[src/logic/cic_pkg.sv]
// Constants shared by the codec configuration port controller.
package cic_pkg;

    // Reference clock period
    localparam int CLK_NS = 50;

    // Fastest transfer rate the codec port accepts, and the bit period it implies
    localparam int MAX_KBPS = 100;
    localparam int BIT_NS = 1000000 / MAX_KBPS;

    // Half of a bit period: clock low and clock high each take this long
    localparam int HALF_NS = BIT_NS / 2;

    // Data hold after the clock falls before the data line may change
    localparam int HOLD_NS = 100;

    // Bus free time between a stop and the next start
    localparam int FREE_NS = 4700;

    // Timer width and derived cycle counts (least times round up)
    localparam int TMR_W = 8;
    localparam logic [TMR_W-1:0] HALF_CYC = TMR_W'((HALF_NS + CLK_NS - 1) / CLK_NS);
    localparam logic [TMR_W-1:0] HOLD_CYC = TMR_W'((HOLD_NS + CLK_NS - 1) / CLK_NS);
    localparam logic [TMR_W-1:0] FREE_CYC = TMR_W'((FREE_NS + CLK_NS - 1) / CLK_NS);

    // Fixed upper six bits of the codec's seven-bit target address
    localparam logic [5:0] ADDR_HI = 6'h08;

    // Direction bit values
    localparam logic DIR_WRITE = 1'b0;
    localparam logic DIR_READ = 1'b1;

    // Bit position of the acknowledge slot within a byte
    localparam logic [3:0] ACK_SLOT = 4'h8;
    localparam logic [3:0] LAST_BIT = 4'h7;

    // Byte segments of one transaction
    localparam logic [1:0] SEG_ADDR = 2'h0;
    localparam logic [1:0] SEG_INDEX = 2'h1;
    localparam logic [1:0] SEG_THIRD = 2'h2;
    localparam logic [1:0] SEG_RDATA = 2'h3;

    // Controller states, one-hot
    typedef enum logic [8:0] {
        ST_IDLE = 9'h001,
        ST_START = 9'h002,
        ST_BIT_LOW = 9'h004,
        ST_BIT_HIGH = 9'h008,
        ST_RS_LOW = 9'h010,
        ST_RS_HIGH = 9'h020,
        ST_STOP_LOW = 9'h040,
        ST_STOP_HIGH = 9'h080,
        ST_FREE = 9'h100
    } cic_state_t;

endpackage

[src/logic/cic_sync.sv]
// Three-stage pin synchroniser that accepts a change once stages two and three agree.
`timescale 1ns/1ps
module cic_sync (
    // Clock and reset
    input wire logic ref_clk,
    input wire logic sys_rst,
    // Raw pin levels
    input wire logic [1:0] pin_raw,
    // Filtered levels
    output logic [1:0] pin_level
);

    logic [1:0] stage1;
    logic [1:0] stage2;
    logic [1:0] stage3;

    // Idle bus level is high, so every stage resets high
    genvar g;
    generate
        for (g = 0; g < 2; g = g + 1) begin : g_bit
            always_ff @(posedge ref_clk or posedge sys_rst) begin
                if (sys_rst) begin
                    stage1[g] <= 1'b1;
                    stage2[g] <= 1'b1;
                    stage3[g] <= 1'b1;
                    pin_level[g] <= 1'b1;
                end else begin
                    stage1[g] <= pin_raw[g];
                    stage2[g] <= stage1[g];
                    stage3[g] <= stage2[g];
                    // A single-cycle glitch between stages two and three is ignored
                    if (stage2[g] == stage3[g]) begin
                        pin_level[g] <= stage3[g];
                    end
                end
            end
        end
    endgenerate

endmodule

[src/logic/cic_master.sv]
// Bus master that writes and reads codec configuration registers over the two-wire port.
`timescale 1ns/1ps

// Behaviour
// - Bytes go most significant bit first; bits are valid while clock is high.
// - Address and index bytes are acknowledged by the codec pulling data low.
// - The clock never runs faster than one hundred kilobits per second.
// - Each transaction opens with data falling while clock is high.
// - Each transaction closes with data rising while clock is high.
// - First byte holds seven address bits then direction, zero write, one read.
// - After the acknowledged address, bytes move in the chosen direction.
// - Write sends address with zero, index, then one data byte.
// - Read sends address and index, repeated start, address with one, reads byte.
// - No acknowledge follows the data byte of a write or a read.
module cic_master (
    // Clock and reset
    input wire logic ref_clk,
    input wire logic sys_rst,
    // Command request
    input wire logic cmd_valid,
    output logic cmd_ready,
    input wire logic cmd_read,
    input wire logic [7:0] cmd_index,
    input wire logic [7:0] cmd_wdata,
    // Strap level of the codec's address_select_pin
    input wire logic address_select_pin,
    // Command answer
    output logic rsp_valid,
    output logic rsp_nack,
    output logic [7:0] rsp_rdata,
    // Clock line, open drain
    input wire logic scl_in,
    output logic scl_out,
    output logic scl_oe,
    // Data line, open drain
    input wire logic sda_in,
    output logic sda_out,
    output logic sda_oe
);

    cic_pkg::cic_state_t state;
    cic_pkg::cic_state_t next_state;

    logic [cic_pkg::TMR_W-1:0] tmr;
    logic [cic_pkg::TMR_W-1:0] limit;
    logic [7:0] shreg;
    logic [7:0] idx;
    logic [7:0] wdata;
    logic [3:0] bit_cnt;
    logic [1:0] seg;
    logic rd;
    logic asel;
    logic scl_drive;
    logic sda_drive;
    logic [1:0] pin_level;
    logic scl_s;
    logic sda_s;
    logic run;
    logic last;
    logic accept;
    logic bit_end;
    logic ack_slot;
    logic seg_has_ack;
    logic seg_tx;
    logic byte_last;
    logic acked;

    // Pins arrive from outside, so both pass the three-stage filter
    cic_sync u_sync (
        .ref_clk(ref_clk),
        .sys_rst(sys_rst),
        .pin_raw({scl_in, sda_in}),
        .pin_level(pin_level)
    );

    assign scl_s = pin_level[1];
    assign sda_s = pin_level[0];

    // Open-drain lines only ever pull low; releasing lets the pull-up win
    assign scl_out = 1'b0;
    assign scl_oe = scl_drive;
    assign sda_out = 1'b0;
    assign sda_oe = sda_drive;

    // A new command waits for an idle controller and a quiet bus
    assign cmd_ready = (state == cic_pkg::ST_IDLE) && scl_s && sda_s;
    assign accept = cmd_valid && cmd_ready;

    // Phase length: the free gap after a stop, otherwise half a bit period
    assign limit = (state == cic_pkg::ST_FREE) ? cic_pkg::FREE_CYC : cic_pkg::HALF_CYC;

    // High phases count only once the line is seen high, so a held clock stretches the bit
    always_comb begin
        run = 1'b1;
        if ((state == cic_pkg::ST_BIT_HIGH) || (state == cic_pkg::ST_RS_HIGH) ||
            (state == cic_pkg::ST_STOP_HIGH)) begin
            run = scl_s;
        end
    end

    assign last = run && (tmr == limit - 1'b1);

    // Byte bookkeeping
    assign bit_end = (state == cic_pkg::ST_BIT_HIGH) && last;
    assign ack_slot = (bit_cnt == cic_pkg::ACK_SLOT);
    // The write data byte and the read data byte carry no acknowledge slot
    assign seg_has_ack = (seg == cic_pkg::SEG_ADDR) || (seg == cic_pkg::SEG_INDEX) ||
                         ((seg == cic_pkg::SEG_THIRD) && rd);
    assign seg_tx = (seg != cic_pkg::SEG_RDATA);
    assign byte_last = ack_slot || ((bit_cnt == cic_pkg::LAST_BIT) && !seg_has_ack);
    assign acked = !sda_s;

    // Next state, stepping on the end of each timed phase
    always_comb begin
        next_state = state;
        unique case (state)
            cic_pkg::ST_IDLE: begin
                if (accept) begin
                    next_state = cic_pkg::ST_START;
                end
            end
            cic_pkg::ST_START: begin
                if (last) begin
                    next_state = cic_pkg::ST_BIT_LOW;
                end
            end
            cic_pkg::ST_BIT_LOW: begin
                if (last) begin
                    next_state = cic_pkg::ST_BIT_HIGH;
                end
            end
            cic_pkg::ST_BIT_HIGH: begin
                if (last) begin
                    if (!byte_last) begin
                        next_state = cic_pkg::ST_BIT_LOW;
                    end else if (!ack_slot) begin
                        // Data byte done, no acknowledge slot: close at once
                        next_state = cic_pkg::ST_STOP_LOW;
                    end else if (!acked) begin
                        // Nobody answered: abandon with a stop
                        next_state = cic_pkg::ST_STOP_LOW;
                    end else if ((seg == cic_pkg::SEG_INDEX) && rd) begin
                        next_state = cic_pkg::ST_RS_LOW;
                    end else begin
                        next_state = cic_pkg::ST_BIT_LOW;
                    end
                end
            end
            cic_pkg::ST_RS_LOW: begin
                if (last) begin
                    next_state = cic_pkg::ST_RS_HIGH;
                end
            end
            cic_pkg::ST_RS_HIGH: begin
                if (last) begin
                    next_state = cic_pkg::ST_START;
                end
            end
            cic_pkg::ST_STOP_LOW: begin
                if (last) begin
                    next_state = cic_pkg::ST_STOP_HIGH;
                end
            end
            cic_pkg::ST_STOP_HIGH: begin
                if (last) begin
                    next_state = cic_pkg::ST_FREE;
                end
            end
            cic_pkg::ST_FREE: begin
                if (last) begin
                    next_state = cic_pkg::ST_IDLE;
                end
            end
            default: begin
                next_state = cic_pkg::ST_IDLE;
            end
        endcase
    end

    // State register
    always_ff @(posedge ref_clk or posedge sys_rst) begin
        if (sys_rst) begin
            state <= cic_pkg::ST_IDLE;
        end else begin
            state <= next_state;
        end
    end

    // Phase timer restarts on every state change
    always_ff @(posedge ref_clk or posedge sys_rst) begin
        if (sys_rst) begin
            tmr <= '0;
        end else if ((state == cic_pkg::ST_IDLE) || last) begin
            tmr <= '0;
        end else if (run) begin
            tmr <= tmr + 1'b1;
        end
    end

    // Command capture; the strap level is sampled per command since the pin also carries audio
    always_ff @(posedge ref_clk or posedge sys_rst) begin
        if (sys_rst) begin
            rd <= cic_pkg::DIR_WRITE;
            idx <= 8'h00;
            wdata <= 8'h00;
            asel <= 1'b0;
        end else if (accept) begin
            rd <= cmd_read;
            idx <= cmd_index;
            wdata <= cmd_wdata;
            asel <= address_select_pin;
        end
    end

    // Shift register, bit counter and byte segment
    always_ff @(posedge ref_clk or posedge sys_rst) begin
        if (sys_rst) begin
            shreg <= 8'hff;
            bit_cnt <= 4'h0;
            seg <= cic_pkg::SEG_ADDR;
        end else if (accept) begin
            shreg <= {cic_pkg::ADDR_HI, address_select_pin, cic_pkg::DIR_WRITE};
            bit_cnt <= 4'h0;
            seg <= cic_pkg::SEG_ADDR;
        end else if (bit_end) begin
            if (ack_slot) begin
                bit_cnt <= 4'h0;
                seg <= seg + 1'b1;
                if (seg == cic_pkg::SEG_ADDR) begin
                    shreg <= idx;
                end else if ((seg == cic_pkg::SEG_INDEX) && !rd) begin
                    shreg <= wdata;
                end else if (seg == cic_pkg::SEG_INDEX) begin
                    shreg <= {cic_pkg::ADDR_HI, asel, cic_pkg::DIR_READ};
                end else begin
                    // Receive byte: keep our side released
                    shreg <= 8'hff;
                end
            end else begin
                // Shift out the top bit, shift in the sampled line level
                shreg <= {shreg[6:0], sda_s};
                bit_cnt <= bit_cnt + 1'b1;
            end
        end
    end

    // Clock line: pulled low in every low phase, released otherwise
    always_ff @(posedge ref_clk or posedge sys_rst) begin
        if (sys_rst) begin
            scl_drive <= 1'b0;
        end else begin
            scl_drive <= (next_state == cic_pkg::ST_BIT_LOW) ||
                         (next_state == cic_pkg::ST_RS_LOW) ||
                         (next_state == cic_pkg::ST_STOP_LOW);
        end
    end

    // Data line: bits change only in low phases after the hold time; start and stop change it while clock is high
    always_ff @(posedge ref_clk or posedge sys_rst) begin
        if (sys_rst) begin
            sda_drive <= 1'b0;
        end else if ((next_state == cic_pkg::ST_START) && (state != cic_pkg::ST_START)) begin
            sda_drive <= 1'b1;
        end else if ((state == cic_pkg::ST_BIT_LOW) && (tmr == cic_pkg::HOLD_CYC - 1'b1)) begin
            // Release for the acknowledge slot and for every bit of the read byte
            sda_drive <= seg_tx && !ack_slot && !shreg[7];
        end else if ((state == cic_pkg::ST_RS_LOW) && (tmr == cic_pkg::HOLD_CYC - 1'b1)) begin
            sda_drive <= 1'b0;
        end else if ((state == cic_pkg::ST_STOP_LOW) && (tmr == cic_pkg::HOLD_CYC - 1'b1)) begin
            sda_drive <= 1'b1;
        end else if ((state == cic_pkg::ST_STOP_HIGH) && last) begin
            sda_drive <= 1'b0;
        end
    end

    // Answer: missing acknowledge flag, read byte and completion pulse
    always_ff @(posedge ref_clk or posedge sys_rst) begin
        if (sys_rst) begin
            rsp_nack <= 1'b0;
            rsp_rdata <= 8'h00;
            rsp_valid <= 1'b0;
        end else begin
            rsp_valid <= (state == cic_pkg::ST_FREE) && last;
            if (accept) begin
                rsp_nack <= 1'b0;
            end else if (bit_end && ack_slot && !acked) begin
                rsp_nack <= 1'b1;
            end
            if (bit_end && byte_last && (seg == cic_pkg::SEG_RDATA)) begin
                rsp_rdata <= {shreg[6:0], sda_s};
            end
        end
    end

endmodule

[config.mk]
export PLATFORM = sky130hd
export DESIGN_NAME = cic_master
export DESIGN_NICKNAME = d
export VERILOG_FILES = /design/src/logic/cic_pkg.sv /design/src/logic/cic_sync.sv /design/src/logic/cic_master.sv
export SDC_FILE = /design/constraint.sdc
export NUM_CORES = 1
export LEC_CHECK = 0
export BUFFER_PORTS_ARGS = -buffer_cell sky130_fd_sc_hd__buf_2
export CAP_MARGIN = 20
export CORE_UTILIZATION = 63
export DETAILED_ROUTE_END_ITERATION = 8
export MAX_ROUTING_LAYER = met4
export PLACE_DENSITY = 0.85
export SLEW_MARGIN = 20
export SYNTH_ARGS = -nofsm -noshare
export SYNTH_HDL_FRONTEND = slang
export SYNTH_SLANG_ARGS = --single-unit
export TNS_END_PERCENT = 5
[constraint.sdc]
create_clock -name ref_clk -period 4.9 [get_ports ref_clk]
set_input_delay 0.98 -clock ref_clk [delete_from_list [all_inputs] [get_ports ref_clk]]
set_output_delay 0.98 -clock ref_clk [all_outputs]
set_load 0.02 [all_outputs]
==> reports/metrics.csv <==
stage,metric,value,unit
sta,final setup violation count,0,
cells_and_area,post-route cell area,0.004020,sq mm
placement,GP Congestion,0.9314,
synthesis,Synth Warn #,0,
critical_path,Critical Path AT,2130,ps
sta,RSZ-0062 raised after global routing,no,
routing,DRT iter0 DRCs,293,
routing,final wirelength,7755,microns
run,total of max-cap violations,0,
synthesis,synth top area cells,"dfrtp_1 (36%), dfstp_2 (12%), nand2_1 (6.9%), o21ai_0 (4.5%), mux2_4 (3.3%)",
synthesis,most numerous cell in the Yosys netlist,nand2_1,
critical_path,FF-to-FF End,tmr[0]$_DFFE_PP0P_,
critical_path,WS Path Type,reg2out,
clock_tree,CTS Hold Bufs,0,
die,IO Pins,38,
synthesis,Synth Flop Type,dfrtp_1,
routing,drt via density,6.082,
critical_path,Setup crit start kind,flop,
run_status,outcome,finished clean,
clock_tree,clock root cell,clkbuf_8,
die,core area,0.005540,sq mm
synthesis,synthesized cell area,0.003638,sq mm
power_and_ir_drop,Final Power,1.339,mW
cells_and_area,Layout area overhead,10.49,%
clock_tree,post_cts resized,0,
cells_and_area,fillers,428,
cells_and_area,diode count,0,
synthesis,Synth Register Bits,69,
sta,clk_skew,9.355,ps
placement,Post-DP Area,0.003801,sq mm
grt,total grt overflow,0,
clock_tree,CTS tree,built,
critical_path,CP Launch Point,state[7]$_DFF_PP0_,
sta,Final min period,3114,ps
routing,via count,2956,
synthesis,Gate Count Post-Synth,386,
power_and_ir_drop,Max VDD drop,0.2361,mV
power_and_ir_drop,power density over cell area,333.1,mW/mm^2
placement,IO Port Bufs,35,
clock_tree,CTS Buf Count,9,
grt,vias in the first global route,2756,
clock_tree,Post-CTS Setup Bufs,0,
synthesis,"area leader, netlist",dfrtp_1,
critical_path,CP Capture Point,cmd_ready,
critical_path,reg2reg start,state[7]$_DFF_PP0_,
sta,"Slew Viols, Final",0,
die,Initial Util,65.67,%
cells_and_area,NumNets Final,440,
sta,worst-margin pin slew,844.4,ps
power_and_ir_drop,leakage power,1.886,nW
synthesis,number of flops mapped to enable cells by yosys,0,
critical_path,CP endpoint kind,output pin,
routing,post-DR wirelength/cell,15.96,microns
sta,setup_tns,0,ps
routing,DRC Markers,0,
die,chip width,78.00,microns
clock_tree,clk buf depth,2,
synthesis,post-synth top area share,35.76,%
clock_tree,clk slew on worst S/H paths,80,ps
clock_tree,Sink Count,69,
critical_path,Critical Path Fanout Max,15,
sta,Max Fclk,321.1,MHz
placement,pre-CTS setup slack,2136,ps
hold_path,Tightest Hold Check Type,reg2reg,
sta,final hold vios,0,
synthesis,"top cells by count, synth","nand2_1 (67), dfrtp_1 (52), o21ai_0 (33), nor2_1 (27), a21oi_1 (21)",
grt,pin count of the biggest net entering global routing,38,
routing,Detail Route Antenna Nets,0,
die,site row count,27,
synthesis,post-synthesis sequential area ratio,48.04,%
critical_path,r2r worst-path depth,6,
die,Die Y,78.00,microns
synthesis,ys async rst share,100.0,%
sta,Final period util,63.55,%
sta,PnR worst setup slack,1786,ps
grt,initial antenna violation count,0,
clock_tree,latest clock arrival within the worst-skew pair,350,ps
placement,hpwl dp,5160,microns
synthesis,synthesized area per cell,9.426,sq um
grt,first-pass GRT wire length,13080,microns
sta,slew margin rel.,43.46,%
critical_path,WP data required,3920,ps
cells_and_area,layout cell share with drive strength beyond 1,20.77,%
die,area of the die,0.006083,sq mm
critical_path,"reg-to-reg slack, setup",2020,ps
synthesis,library cells used by synthesis,59,
clock_tree,maximum level of the CTS H-tree,3,
routing,drt first pass iters,5,
grt,GRT Util Overall,29.06,%
[how the worst min path moves through the flow]
stage                                     from                          to  slack [ps]  cells past startpoint
global route        u_sync.stage1[0]$_DFF_PP1_  u_sync.stage2[0]$_DFF_PP1_         360                      0
floorplan           u_sync.stage1[0]$_DFF_PP1_  u_sync.stage2[0]$_DFF_PP1_         350                      0
finish              u_sync.stage1[0]$_DFF_PP1_  u_sync.stage2[0]$_DFF_PP1_         360                      0
CTS                 u_sync.stage1[0]$_DFF_PP1_  u_sync.stage2[0]$_DFF_PP1_         360                      0
detailed placement  u_sync.stage1[0]$_DFF_PP1_  u_sync.stage2[0]$_DFF_PP1_         350                      0
global placement    u_sync.stage1[0]$_DFF_PP1_  u_sync.stage2[0]$_DFF_PP1_         350                      0
[cell usage in the layout (no fill, tap or decap), drive strengths merged, types with 3 or more instances in the layout]
cell / instances
mux2i: 6
nand2b: 5
a21o: 4
o21ai: 35
clkbuf: 10
or3: 4
o31ai: 4
dfrtp: 52
xor2: 5
buf: 37
nand2: 67
nor3: 13
xnor2: 3
nor4: 4
inv: 13
a31oi: 4
mux2: 8
dfstp: 17
ha: 8
nand3: 16
nor4b: 4
a21oi: 21
nor2: 27
[final cells by class]
| class | count | area, sq um | area share, % |
|---|---|---|---|
| inverter | 12 | 45.04 | 1.120 |
| multi-input combinational | 280 | 1733 | 43.11 |
| clock inverter | 6 | 86.33 | 2.148 |
| clock buffer | 10 | 127.6 | 3.175 |
| tap | 72 | 90.09 | 2.241 |
| timing repair buffer | 37 | 190.2 | 4.731 |
| sequential | 69 | 1748 | 43.48 |
[critical path, stage by stage, from the launching register on]
cell	delay, ps
dfrtp_1	540
nor4_1	570
nand3_1	350
nor2_1	150
buf_2	180
[registers in the layout (all words and copies together) (netlist names), 4 cells and up]
| name | count |
|---|---|
| shreg | 8 |
| bit_cnt | 4 |
| wdata | 8 |
| idx | 8 |
| tmr | 8 |
| state | 9 |
| rsp_rdata | 8 |
[power breakdown]
part | internal, mW | switching (mW) | leakage [nW] | total (mW)
Clock | 0.287 | 0.222 | 0.107 | 0.508
Combinational | 0.0585 | 0.0888 | 0.909 | 0.147
Sequential | 0.636 | 0.0471 | 0.870 | 0.684
[layer usage]
layer,wire (microns),share of wire (%),vias up,global-route usage [%]
met5,0,0,-,-
met4,176,2.3,0,14.26
met3,456,5.9,18,5.529
met2,3556,46,104,41.86
met1,3566,46,1442,39.70
li1,-,-,1392,-
[kinds of logic (layout without fill, tap and decap cells)]
kind of cell	Yosys count	in the layout	synth area share, %
other	1	2	0.1031
muxes	14	14	4.952
and+or+nand+nor	159	159	22.15
adders and majority gates	10	10	3.301
DFF	69	69	48.04
buffers and inverters	38	65	4.642
xor gates and xnor gates	8	8	1.926
AOI/OAI and AO/OA	87	87	14.89
[through the flow]
| stage | hold slack [ps] | instances | util (%) |
|---|---|---|---|
| 2_1_floorplan | 345.2 | 387 | - |
| 3_3_place_gp | 347.5 | 470 | 68.61 |
| 3_5_place_dp | 351.0 | 470 | 68.61 |
| 4_1_cts | 361.4 | 486 | 72.47 |
| 5_1_grt | 363.2 | 486 | 72.56 |
| 6_report | 359.2 | 486 | 72.56 |
Power figures use the tool's default switching activity.
